### src/rtl/spmc_params.svh
/*
 Constants for the stop/idle/sleep sequencer: register offsets, field positions,
 reset values and warm-up counts. Assumes inclusion from the top module only; the package does not include it.
*/
`ifndef SPMC_PARAMS_SVH
`define SPMC_PARAMS_SVH
// Register byte offsets
`define SPMC_SYSCTL1_ADDR   4'h0
`define SPMC_SYSCTL2_ADDR   4'h4
`define SPMC_WKEN_ADDR      4'h8
`define SPMC_STATUS_ADDR    4'hC
// First system control fields
`define SPMC_STOP_BIT       7
`define SPMC_RELEASE_LEVEL_SELECT_BIT       6
`define SPMC_RETM_BIT       5
`define SPMC_WUT_HI         3
`define SPMC_WUT_LO         2
// Second system control fields
`define SPMC_XEN_BIT        7
`define SPMC_XTEN_BIT       6
`define SPMC_SYSCK_BIT      5
`define SPMC_IDLE_BIT       4
// Reset values
`define SPMC_SYSCTL1_RST    8'h00
`define SPMC_SYSCTL2_RST    8'h80
`define SPMC_WKEN_RST       4'h0
// Warm-up counts in oscillator cycles: fast then slow, codes 00..11
`define SPMC_WU_F0          18'h3_0000
`define SPMC_WU_F1          18'h1_0000
`define SPMC_WU_F2          18'h0_C000
`define SPMC_WU_F3          18'h0_4000
`define SPMC_WU_S0          18'h0_6000
`define SPMC_WU_S1          18'h0_2000
`define SPMC_WU_S2          18'h0_00C0
`define SPMC_WU_S3          18'h0_0040
`endif

### src/rtl/spmc_pkg.sv
/*
 Types of the stop/idle/sleep sequencer.
 Assumes the params header sits beside it.
*/
package spmc_pkg;
   // Power states, one-hot
   typedef enum logic [4:0] {
      SPMC_RUN    = 5'b00001,
      SPMC_STOP   = 5'b00010,
      SPMC_WARMUP = 5'b00100,
      SPMC_HALT   = 5'b01000,
      SPMC_ISR    = 5'b10000
   } spmc_state_t;
endpackage : spmc_pkg

### src/rtl/spmc_ctrl.sv
/*
 Stop, idle and sleep mode sequencer with a classic Wishbone register slave.
 Assumes wake inputs synchronous to clk_i and an oscillator tick (osc_tick_i)
 that pulses once per cycle of the clock being warmed up.
*/
`timescale 1ns/1ps
`include "spmc_params.svh"
module spmc_ctrl #(
   parameter int KEYS = 4
) (
   // Clock and reset
   input  wire logic              clk_i,
   input  wire logic              rst_i,
   // Wishbone slave
   input  wire logic              cyc_i,
   input  wire logic              stb_i,
   input  wire logic              we_i,
   input  wire logic [3:0]        adr_i,
   input  wire logic [3:0]        sel_i,
   input  wire logic [31:0]       dat_i,
   output logic      [31:0]       dat_o,
   output logic                   ack_o,
   // Wake sources
   input  wire logic              wake_pin_i,
   input  wire logic [KEYS-1:0]   key_wakeup_inputs_i,
   input  wire logic              irq_req_i,
   input  wire logic              master_interrupt_enable_i,
   input  wire logic              osc_tick_i,
   // Core controls
   input  wire logic [15:0]       entry_pc_i,
   output logic                   cpu_halt_o,
   output logic                   wdt_halt_o,
   output logic                   periph_halt_o,
   output logic                   divider_clear_o,
   output logic                   service_irq_o,
   output logic                   fast_osc_en_o,
   output logic                   slow_osc_en_o,
   output logic [15:0]            held_pc_o,
   output spmc_pkg::spmc_state_t  state_o
);
   import spmc_pkg::*;

   typedef struct packed {
      spmc_state_t  st;
      logic [7:0]   ctl1;
      logic [7:0]   ctl2;
      logic [3:0]   wken;
      logic         release_level_select_eff;
      logic         wake_s1;
      logic         wake_s2;
      logic         wake_d;
      logic [KEYS-1:0] key_s1;
      logic [KEYS-1:0] key_s2;
      logic [17:0]  cnt;
      logic [15:0]  pc;
      logic [31:0]  dat;
      logic         ack;
      logic         clr;
      logic         svc;
      logic         xen;
      logic         xten;
      logic         halt;
      logic         phalt;
   } spmc_regs_t;

   spmc_regs_t r_reg, r_next;

   // Warm-up count for select code and return mode
   function automatic logic [17:0] wu_count(input logic [1:0] sel, input logic slow);
      logic [17:0] c;
      c = '0;
      unique case ({slow, sel})
         3'b000: c = `SPMC_WU_F0;
         3'b001: c = `SPMC_WU_F1;
         3'b010: c = `SPMC_WU_F2;
         3'b011: c = `SPMC_WU_F3;
         3'b100: c = `SPMC_WU_S0;
         3'b101: c = `SPMC_WU_S1;
         3'b110: c = `SPMC_WU_S2;
         3'b111: c = `SPMC_WU_S3;
      endcase
      return c;
   endfunction : wu_count

   logic wake_rise, level_wake, key_wake, release_c, acc, wr;

   always_comb begin
      r_next     = r_reg;
      r_next.ack = 1'b0;
      r_next.clr = 1'b0;
      r_next.svc = 1'b0;
      // Two-stage synchronisers; stage two feeds logic, plus the wake_d delay stage for the wake rise
      r_next.wake_s1 = wake_pin_i;
      r_next.wake_s2 = r_reg.wake_s1;
      r_next.wake_d  = r_reg.wake_s2;
      r_next.key_s1  = key_wakeup_inputs_i;
      r_next.key_s2  = r_reg.key_s1;
      wake_rise  = r_reg.wake_s2 & ~r_reg.wake_d;
      // Keys are active low; only enabled ones count
      key_wake   = |(~r_reg.key_s2 & r_reg.wken[KEYS-1:0]);
      level_wake = r_reg.wake_s2 | key_wake;
      release_c  = r_reg.release_level_select_eff ? level_wake : wake_rise;
      // Pending level selection takes effect only on a wake rise
      if (!r_reg.ctl1[`SPMC_RELEASE_LEVEL_SELECT_BIT])
         r_next.release_level_select_eff = 1'b0;
      else if (wake_rise)
         r_next.release_level_select_eff = 1'b1;
      // Bus slave: single-cycle ack, dropped the cycle after
      acc = cyc_i & stb_i & ~r_reg.ack;
      wr  = acc & we_i & sel_i[0];
      if (acc) begin
         r_next.ack = 1'b1;
         unique case (adr_i)
            `SPMC_SYSCTL1_ADDR: r_next.dat = {24'h00_0000, r_reg.ctl1[7:2], 2'b00};
            `SPMC_SYSCTL2_ADDR: r_next.dat = {24'h00_0000, r_reg.ctl2[7:4], 4'h0};
            `SPMC_WKEN_ADDR:    r_next.dat = {28'h000_0000, r_reg.wken};
            `SPMC_STATUS_ADDR:  r_next.dat = {27'h000_0000, r_reg.st};
            default:            r_next.dat = 32'h0000_0000;
         endcase
      end
      if (wr && adr_i == `SPMC_SYSCTL1_ADDR)
         r_next.ctl1 = {dat_i[7:2], 2'b00};
      if (wr && adr_i == `SPMC_SYSCTL2_ADDR)
         r_next.ctl2 = {dat_i[7:4], 4'h0};
      if (wr && adr_i == `SPMC_WKEN_ADDR)
         r_next.wken = dat_i[3:0];
      // Power state machine
      unique case (r_reg.st)
         SPMC_RUN: begin
            if (r_reg.ctl1[`SPMC_STOP_BIT]) begin
               r_next.pc = entry_pc_i + 16'h0002;
               if (r_reg.release_level_select_eff && level_wake) begin
                  r_next.st  = SPMC_WARMUP;
                  r_next.cnt = wu_count(r_reg.ctl1[`SPMC_WUT_HI:`SPMC_WUT_LO], r_reg.ctl1[`SPMC_RETM_BIT]);
               end else begin
                  r_next.st   = SPMC_STOP;
                  r_next.xen  = 1'b0;
                  r_next.xten = 1'b0;
               end
            end else if (r_reg.ctl2[`SPMC_IDLE_BIT]) begin
               r_next.st = SPMC_HALT;
               r_next.pc = entry_pc_i + 16'h0002;
            end else begin
               r_next.xen  = r_reg.ctl2[`SPMC_XEN_BIT];
               r_next.xten = r_reg.ctl2[`SPMC_XTEN_BIT];
            end
         end
         SPMC_STOP: begin
            r_next.clr = 1'b1;
            if (release_c) begin
               r_next.st  = SPMC_WARMUP;
               r_next.cnt = wu_count(r_reg.ctl1[`SPMC_WUT_HI:`SPMC_WUT_LO], r_reg.ctl1[`SPMC_RETM_BIT]);
               // Fast return in dual mode wakes both; slow return only the slow one
               if (r_reg.ctl1[`SPMC_RETM_BIT]) begin
                  r_next.xen  = 1'b0;
                  r_next.xten = 1'b1;
               end else begin
                  r_next.xen  = 1'b1;
                  r_next.xten = r_reg.ctl2[`SPMC_XTEN_BIT];
               end
            end
         end
         SPMC_WARMUP: begin
            // Wake pin state no longer matters here
            r_next.clr = 1'b1;
            if (osc_tick_i) begin
               r_next.cnt = r_reg.cnt - 18'h0_0001;
               if (r_reg.cnt == 18'h0_0001) begin
                  r_next.st = SPMC_RUN;
                  r_next.ctl1[`SPMC_STOP_BIT] = 1'b0;
               end
            end
         end
         SPMC_HALT: begin
            if (irq_req_i) begin
               r_next.ctl2[`SPMC_IDLE_BIT] = 1'b0;
               if (master_interrupt_enable_i) begin
                  r_next.st  = SPMC_ISR;
                  r_next.svc = 1'b1;
               end else begin
                  r_next.st = SPMC_RUN;
               end
            end
         end
         SPMC_ISR: begin
            r_next.st = SPMC_RUN;
         end
         default: r_next.st = SPMC_RUN;
      endcase
      // Halt flags registered with the state, so the halt outputs need no decode after the flops
      r_next.halt  = r_next.st != SPMC_RUN && r_next.st != SPMC_ISR;
      r_next.phalt = r_next.st == SPMC_STOP || r_next.st == SPMC_WARMUP;
   end

   // Synchronous reset returns to fast single-clock run from any mode
   always_ff @(posedge clk_i) begin
      if (rst_i) begin
         r_reg          <= '0;
         r_reg.st       <= SPMC_RUN;
         r_reg.ctl1     <= `SPMC_SYSCTL1_RST;
         r_reg.ctl2     <= `SPMC_SYSCTL2_RST;
         r_reg.wken     <= `SPMC_WKEN_RST;
         r_reg.xen      <= 1'b1;
         r_reg.key_s1   <= '1;                                             // Released keys read high
         r_reg.key_s2   <= '1;
      end else begin
         r_reg <= r_next;
      end
   end

   // Outputs straight from flip-flops
   always_comb begin
      dat_o           = r_reg.dat;
      ack_o           = r_reg.ack;
      cpu_halt_o      = r_reg.halt;
      wdt_halt_o      = r_reg.halt;
      periph_halt_o   = r_reg.phalt;
      divider_clear_o = r_reg.clr;
      service_irq_o   = r_reg.svc;
      fast_osc_en_o   = r_reg.xen;
      slow_osc_en_o   = r_reg.xten;
      held_pc_o       = r_reg.pc;
      state_o         = r_reg.st;
   end
endmodule : spmc_ctrl

### config.mk
export PLATFORM = sky130hd
export DESIGN_NAME = spmc_ctrl
export DESIGN_NICKNAME = d
export VERILOG_FILES = /design/src/rtl/spmc_pkg.sv /design/src/rtl/spmc_ctrl.sv
export VERILOG_INCLUDE_DIRS = /design/src /design/src/rtl
export SDC_FILE = /design/constraint.sdc
export NUM_CORES = 1
export LEC_CHECK = 0
export BUFFER_PORTS_ARGS = -buffer_cell sky130_fd_sc_hd__buf_2
export CAP_MARGIN = 20
export CORE_UTILIZATION = 52
export CTS_BUF_LIST = sky130_fd_sc_hd__clkbuf_16
export CTS_CLUSTER_SIZE = 10
export DETAILED_ROUTE_END_ITERATION = 10
export PLACE_DENSITY = 0.91
export SLEW_MARGIN = 25
export SYNTH_ARGS = -nofsm -noshare
export SYNTH_HDL_FRONTEND = slang
export SYNTH_SLANG_ARGS = --single-unit
### constraint.sdc
create_clock -name clk_i -period 2.6 [get_ports clk_i]
set_clock_uncertainty 0.15 [all_clocks]
set_input_delay 0.26 -clock clk_i [delete_from_list [all_inputs] [get_ports clk_i]]
set_output_delay 0.26 -clock clk_i [all_outputs]
set_load 0.05 [all_outputs]
Yosys cells after proc, flatten, opt, wreduce, memory -nomap -nowiden:

Memories as Yosys holds them, arrays and structs flattened. A register that Yosys moved wholly into a read port is not among the register bits.
Index checks and enable logic that the tools add are counted.

* add/sub/neg operators: 2
* multiply operators: 0
* divide/modulo/power cells: 0
* order comparisons: 0
* eq/ne operators: 18
* shift operators: 0
* mux-type cells: 36
* bitwise logic cells: 13
* reductions and logical operators: 17

Operators by type and width (number)
* 18-bit 2-to-1 mux: 4
* 18-bit case mux with 3 select lines: 1
* 16-bit 2-to-1 mux: 2
* 8-bit case mux with 4 select lines: 1
* 5-bit 2-to-1 mux: 6
* 5-bit case mux with 4 select lines: 1
* 18-bit by 1-bit == test with 1-bit output, second input constant: 1
* 18-bit by 1-bit subtractor with 18-bit output, second input constant: 1
* 16-bit by 2-bit adder with 16-bit output, second input constant: 1
* 3-bit 2-to-1 mux: 5
* 6-bit 2-to-1 mux: 2
* 5-bit by 2-bit == test with 1-bit output, second input constant: 2
* 5-bit by 3-bit == test with 1-bit output, second input constant: 2
* 2-bit 2-to-1 mux: 5
* 4-bit == test, second input constant: 2
* 8-bit 2-to-1 mux: 1
* 2-bit inequality test, second input constant: 4
* 1-bit 2-to-1 mux: 7
* 3-bit inequality test, second input constant: 2
* 1-bit bitwise AND: 5
* 5-bit by 1-bit == test with 1-bit output, second input constant: 1
* 5-bit by 4-bit == test with 1-bit output, second input constant: 1
* 1-bit logical AND: 5
* 5-bit by 1-bit inequality test with 1-bit output, second input constant: 1
* 17 further kinds: 23

* register bits after elaboration: 80
* latch bits: 0
* memory bits (writable): 0
* ROM bits: 112
* input port bits: 69
* output and inout port bits: 61
* word-level logic and storage cells: 110
* memories: 2

Memories
* (name not given): depth 8, width 7, read ports 1, clocked after Yosys merged registers in 1, write ports 0, RTL line spmc_ctrl.sv:72 `unique case ({slow, sel})`
* (name not given): depth 8, width 7, read ports 1, clocked after Yosys merged registers in 1, write ports 0, RTL line spmc_ctrl.sv:72

Depth between registers and ports, before layout:

Gate-level depths: netlist (run 1).

* depth in word-level cells: 11
* mapped depth: 9
* gate-level depth less buffers: 8

Worst setup path after synthesis (run 1):

Ideal clock, no wire load.

* path type: flip-flop to flip-flop
* start: register r_reg (netlist bit ack_o)
* end: register (tool-made name)
* setup time: 0.117 ns
* arrival: 2.061 ns
* required time: 2.333 ns
* setup slack: 0.272 ns
* cell stages (with the launch flop): 9
* buffers on the path: 2
* clock period less this slack: 2.328 ns
* cells stage by stage: dfxtp_1 -> nand3b_1 -> buf_2 -> nor3_4 -> nand4_1 -> buf_2 -> mux2i_1 -> or2_2 -> a22o_1

RTL lines
* start, declared: RTL line spmc_ctrl.sv:66 `spmc_regs_t r_reg, r_next;`
* start signal, assigned: RTL line spmc_ctrl.sv:207 `r_reg <= r_next;`

Worst setup path in the final report (run 1):

* start: register r_reg (netlist bit state_o[0])
* end: register r_reg[60] (netlist name)

* word-level cells in the longest chain between the ends: 3
* elaborated cells between the ends (all ways): 10
* those cells by class: eq/ne: 7; mux: 1; reduce/logical: 2

RTL lines
* 5-bit by 1-bit == test with 1-bit output, or another cell as far along: RTL line spmc_ctrl.sv:128 `unique case (r_reg.st)`
* 2-bit inequality test (no source line) / 3-bit nonzero test (equally long branches)
* 5-bit AND reduction (no source line)

Parallel ways exist; a longest one is shown, timed or not.
A chain may end at the register's enable or synchronous reset.

==> results of run 1 <==
-- worst max-delay path by stage --
stage / startpoint / to / slack (ns) / cells past startpoint
4_1_cts: state_o[2] / r_reg[60] / 0.16 / 6
5_1_grt: state_o[0] / r_reg[60] / 0.09 / 5
6_report: state_o[0] / r_reg[60] / 0.17 / 5
3_5_place_dp: state_o[2] / r_reg[60] / 0.19 / 6
3_3_place_gp: state_o[0] / periph_halt_o / 0.03 / 6
2_1_floorplan: ack_o / flip-flop / 0.27 / 8
-- layout by cell type, fill, tap and decap left out, drive strengths merged, types with 4 or more instances in the layout --
cell type,netlist,routed
dlygate4sd3,0,5
clkbuf,18,9
nand4,7,7
a22o,4,4
a22oi,6,6
o21ai,27,27
buf,66,88
nor3,13,13
or2,11,11
conb,1,24
nand3,19,19
nor2b,8,8
xor2,6,6
xnor2,6,6
a21oi,33,33
and3,7,7
a211oi,13,13
nand2b,10,10
dfxtp,87,87
nand2,20,20
or3,4,4
inv,11,14
mux2,5,5
nor2,73,73
mux2i,18,18
-- area by class of cell --
type | count | area (um^2) | area share [%]
timing repair buffer | 93 | 515.5 | 10.31
multi-input combinational | 360 | 2286 | 45.73
tap | 105 | 131.4 | 2.628
clock buffer | 9 | 225.2 | 4.506
inverter | 11 | 41.29 | 0.8260
clock inverter | 7 | 56.30 | 1.126
sequential | 87 | 1743 | 34.87
-- worst max-delay path: stages, from the launching register on --
cell and delay, ns:
dfxtp_1 0.55, nor2b_1 0.19, o311ai_0 0.21, a221o_4 0.55, or4_1 0.57, a21oi_2 0.14
-- kinds of logic after synthesis --
family | Yosys count
AO/OA/AOI/OAI | 107
multiplexers | 23
flip-flops | 87
XOR/XNOR | 12
adder cells (fa/ha/maj) | 3
buffers and inverters | 95
other | 1
AND/OR/NAND/NOR | 191
-- Yosys cell counts (all sizes together) (3+ instances only) --
| cell | n |
|---|---|
| a211o | 3 |
| and4 | 3 |
| nor2 | 73 |
| buf | 66 |
| xnor2 | 6 |
| nand2b | 10 |
| clkbuf | 18 |
| a22o | 4 |
| nor2b | 8 |
| mux2i | 18 |
| or3 | 4 |
| a31oi | 3 |
| ha | 3 |
| o21ai | 27 |
| a21oi | 33 |
| a32oi | 3 |
| a22oi | 6 |
| a311oi | 3 |
| inv | 11 |
| a211oi | 13 |
| xor2 | 6 |
| nand4 | 7 |
| nor4 | 3 |
| mux2 | 5 |
| nand2 | 20 |
| nor3 | 13 |
| and3 | 7 |
| dfxtp | 87 |
| nand3 | 19 |
| or2 | 11 |
-- routing by layer --
metal  GRT usage, %  wire, um  up-vias
met1          29.44      4269     1744
met2          38.39      4744      160
met4          8.209       193        0
met3          5.183       694       24
met5              0         0        -
li1               -         -     1819
-- per-stage QoR --
step,power [uW],util (%)
global placement,1949,55.85
global route,3311,59.93
finish,3185,59.93
CTS,3185,59.92
detailed placement,1974,55.94
floorplan,1954,-
-- timing repair --
item,CTS,global route
setup endpoints to repair,0,1
gates resized for setup,0,1
hold endpoints to repair,5,0
hold buffers,5,0
-- power by group through the flow --
| stage | clock network (uW) | logic (uW) | registers (uW) |
|---|---|---|---|
| floorplan | 0 | 512 | 1440 |
| global route | 1310 | 590 | 1410 |
| finish | 1230 | 550 | 1410 |
| global placement | 0 | 515 | 1430 |
| CTS | 1230 | 544 | 1410 |
| detailed placement | 0 | 535 | 1440 |
==> qor.txt, run 1 <==
Final period util -> 93.64%
Final hold violation count -> 0
Number of remaining DRC errors -> 0
Place WS -> 0.1908 ns
Final instance area -> 4999 um^2
Max FFs per register -> 38
CTS tree -> yes
Main combinational cell family by area after synthesis -> simple AND/OR/NAND/NOR gates
WHS Endpoint -> held_pc_o[1]
RSZ-0062 raised after global routing -> false
Max Transition Viols Final -> 0
Clock tree buffer depth -> 2
Simple-gate share of the synthesized area -> 22.00%
Wire length per cell -> 14.74 um
Seq/Total Area, Yosys -> 38.23%
Final setup vio count -> 0
Setup CP Type -> flip-flop to flip-flop
Fillcell total -> 691
Dpl hpwl -> 7082 um
Psw -> 983.2 uW
Fin crit period -> 2.435 ns
Clk_lat worst skew -> 0.34 ns
Non-Filler Instances -> 672
Reg2Reg Depth -> 5
Die Wd -> 95.60 um
Starting Density -> 54.62%
Core ar. -> 8341 um^2
Yosys top cell by area -> dfxtp_1
Post-CTS Setup Inserts -> 0
Top post-synthesis cells by area -> dfxtp_1 38%, buf_4 9.1%, nor2_1 5.9%, mux2i_1 4.0%, o21ai_2 2.7%
Clock Power Share -> 38.5%
Yosys warns -> 0
Vias in the first global route -> 3494
Area delta synth->final -> 9.723%
Worst Hold Launch -> entry_pc_i[1]
Largest net degree at the start of global routing -> 39
Fmax -> 0.4107 GHz
Worst vdd ir -> 0.0004387 V
DRT iter0 DRCs -> 259
Hold path cells -> 2
Comb pwr share -> 17.3%
Crit path arrival time -> 2.56 ns
Mux contribution to synthesized area -> 5.191%
Cell area after synthesis -> 4556 um^2
Compound-Gate Fraction of Synth Area -> 17.80%
Relative slew slack -> 51.54%
Total CTS buffers -> 9
NumNets Final -> 634
Status -> finished clean
Least-Margin Pin Slew -> 0.7269 ns
Cell Pwr Density -> 637.2 nW/um^2
# H-tree levels -> 3
Syn Area/Cell -> 8.778 um^2
Setup ws final -> 0.1653 ns
Port buffer count -> 78
RePlAce Congestion -> 0.8617
Routed Antenna Nets -> 0
Main synth FF type -> dfxtp_1
Global Route Usage Sum -> 23.14%
Fin Hold WS -> 0.006263 ns
Crit. End Element -> flip-flop
MaxCap Viol Count -> 0
Via count -> 3747
Root cell of the clock tree -> clkbuf_16
Share of layout cells above drive strength 1 -> 28.40%
Post-synth EDFFs -> 0
Sum of negative setup slack -> 0 ns
Yosys cell types -> 67
Clock tree sinks -> 87
Seq cells post-synth -> 87
Internal power -> 2202 uW
Ys async rst share -> 0%
First-pass GRT wire length -> 16370 um
Initial antenna violation count -> 0
GRT Residual Overflow -> 0
Die ar. -> 9139 um^2
Reg-to-Reg Start -> state_o[0]
Max FO, Critical Path -> 21
Yosys top cell area share -> 38.23%
Reg2Reg Setup Slack -> 0.17 ns
Dpl cells -> 651
Placed Area -> 4666 um^2
Adder-Cell Fraction of Synth Area -> 0.8239%
CP Launch Type -> flip-flop
Sequential Power Share -> 44.3%
Hold WC Path Type -> input port to flip-flop
Vias per cell -> 5.576
Reg2reg end -> r_reg[60]
Antenna Cells -> 0
Ports -> 130
Reg clk slew, reported paths -> 0.07 ns
Placement Rows -> 33
Drt pass-1 iters -> 5
Final wirelength -> 9903 um
Gate Count Post-Synth -> 519
Switch share -> 30.87%
Critical Path RT -> 2.72 ns
Leakage -> 0.002032 uW
Die height -> 95.60 um
Post-Synth XOR/XNOR Area -> 2.307%
Power figures use the tool's default switching activity.
==> inputs of run 2 (changes only) <==
- CORE_ASPECT_RATIO: unset -> 1.4
==> qor.txt, run 2 (synthesis gave the netlist of run 1 again) <==
Status -> finished clean
Non-Filler Instances -> 676 (+0.60%)
Reg clk slew, reported paths -> 0.06 ns (about the same)
Hold path cells -> 3 (+1)
Final instance area -> 5069 um^2 (+1.4%)
Setup CP Type -> flip-flop to flip-flop
CTS tree -> yes
Fmax -> 0.4128 GHz (+0.50%)
Util after Layout -> 59.23% (-0.71 points)
Initial antenna violation count -> 0 (unchanged)
Die ar. -> 9144 um^2 (about the same)
Reg2Reg Depth -> 6 (+1)
Core ar. -> 8558 um^2 (+2.6%)
# H-tree levels -> 3 (unchanged)
Global Route Usage Sum -> 23.22% (+0.081 points)
Crit. End Element -> flip-flop
Most frequent cells in the layout -> 86 x dfxtp_1, 78 x buf_2, 71 x nor2_1
Psw -> 915.8 uW (-6.9%)
MaxCap Viol Count -> 0 (unchanged)
Hold WC Path Type -> input port to flip-flop
Final wirelength -> 9844 um (-0.60%)
Comb pwr share -> 17.3% (about the same)
GRT Residual Overflow -> 0 (unchanged)
First-pass GRT wire length -> 16550 um (+1.1%)
Drt pass-1 iters -> 5 (unchanged)
Max FFs per register -> 38 (unchanged)
Clock Power Share -> 40.0% (+1.5 points)
Sum of negative setup slack -> 0 ns (unchanged)
Vias in the first global route -> 3734 (+6.9%)
Most common cell after layout, fill and taps aside -> dfxtp_1
Placed Area -> 4703 um^2 (+0.80%)
Final setup vio count -> 0 (unchanged)
Antenna Cells -> 0 (unchanged)
Least-Margin Pin Slew -> 0.9871 ns (+0.2603 ns)
Port buffer count -> 78 (unchanged)
Area delta synth->final -> 11.26%
Internal power -> 2378 uW (+8.0%)
Worst vdd ir -> 0.0004471 V (+1.9%)
Fin crit period -> 2.422 ns (-0.01221 ns)
Critical Path RT -> 2.72 ns (about the same)
Setup ws final -> 0.1775 ns (+0.01221 ns)
Starting Density -> 53.23% (-1.4 points)
Dpl hpwl -> 7255 um (+2.4%)
CP Launch Type -> flip-flop
Fillcell total -> 703 (+1.7%)
Final hold violation count -> 0 (unchanged)
RePlAce Congestion -> 0.8465 (-1.8%)
Clock tree buffer depth -> 2 (unchanged)
Max Transition Viols Final -> 0 (unchanged)
Die Wd -> 81.11 um (-15%)
Share of layout cells above drive strength 1 -> 28.72% (+0.33 points)
Dpl cells -> 656 (+0.77%)
DRT iter0 DRCs -> 213 (-18%)
Cell Pwr Density -> 649.8 nW/um^2 (+2.0%)
Relative slew slack -> 33.36% (-18 points)
Leakage -> 0.002074 uW (+2.0%)
Root cell of the clock tree -> clkbuf_16
Die height -> 112.7 um (+18%)
Total CTS buffers -> 9 (unchanged)
RSZ-0062 raised after global routing -> false
Number of remaining DRC errors -> 0 (unchanged)
Placement Rows -> 40 (+21%)
Ports -> 130 (unchanged)
Vias per cell -> 5.488 (-1.6%)
Switch share -> 27.81% (-3.1 points)
Sequential Power Share -> 42.7% (-1.6 points)
Largest net degree at the start of global routing -> 53 (+36%)
NumNets Final -> 639 (+0.79%)
Clock tree sinks -> 87 (unchanged)
Final period util -> 93.17% (-0.47 points)
Via count -> 3710 (-0.99%)
Place WS -> 0.01036 ns (-0.1804 ns)
Clk_lat worst skew -> 0.33 ns (about the same)
Routed Antenna Nets -> 0 (unchanged)
Wire length per cell -> 14.56 um (-1.2%)
Max FO, Critical Path -> 18 (-14%)
Crit path arrival time -> 2.54 ns (-0.02 ns)
[run 2: changes by cell type in the layout (fill, tap and decap cells not counted), sizes merged]
cell / before / now
buf: 88 / 93
bufinv: 0 / 2
clkinvlp: 1 / 0
inv: 14 / 12
[run 2: path summary, 6_finish.rpt]
kind               from         to  slack (ns)
min            dat_i[1]  r_reg[86]       0.005
min reg2reg  r_next[76]  r_reg[76]        0.26
max reg2reg  state_o[1]  r_reg[71]        0.18
max          state_o[1]  r_reg[71]        0.18
[run 2: layout make-up]
| type | count | area [um^2] | share of cell area, % |
|---|---|---|---|
| Multi-Input combinational cell | 360 | 2297 | 45.32 |
| Tap cell | 105 | 131.4 | 2.592 |
| Sequential cell | 87 | 1743 | 34.39 |
| Timing Repair Buffer | 98 | 553.0 | 10.91 |
| Clock buffer | 9 | 225.2 | 4.443 |
| Inverter | 11 | 41.29 | 0.8146 |
| Clock inverter | 6 | 77.57 | 1.530 |
[run 2: worst max-delay path: stages (launching register included)]
cell and delay [ns]:
dfxtp_1 0.37, buf_4 0.17, o311ai_0 0.85, a221o_4 0.41, buf_4 0.21, o21ai_2 0.07, a21oi_2 0.13
[run 2: what timing repair did]
| item | CTS | global route |
|---|---|---|
| gates resized for setup | 1 | 1 |
| endpoints found under the setup margin | 1 | 3 |
| buffers inserted | 0 | 0 |
| pin swaps | 0 | 0 |
| hold endpoints to repair | 5 | 0 |
| hold buffers | 5 | 0 |
[run 2: layer usage]
metal | part of all wire, % | vias to the layer above | GRT usage (%)
met4 | 1.8 | 0 | 10.12
met1 | 39 | 1751 | 25.73
li1 | - | 1829 | -
met5 | 0 | - | 0
met2 | 53 | 117 | 41.57
met3 | 5.4 | 13 | 4.919
[run 2: power by group through the flow]
stage | Sequential (uW) | Clock [uW] | Combinational, uW
after floorplan | 1440 | 0 | 512
after global placement | 1430 | 0 | 538
after detailed placement | 1430 | 0 | 550
after CTS | 1400 | 1330 | 568
after global routing | 1410 | 1410 | 612
final | 1410 | 1320 | 570
[run 2: per-stage QoR]
stage          total power, uW  hold slack, ns
2_1_floorplan             1954          0.2056
3_3_place_gp              1970          0.2418
3_5_place_dp              1984          0.2471
4_1_cts                   3307       0.0006395
5_1_grt                   3430         0.03349
6_report                  3294        0.005437
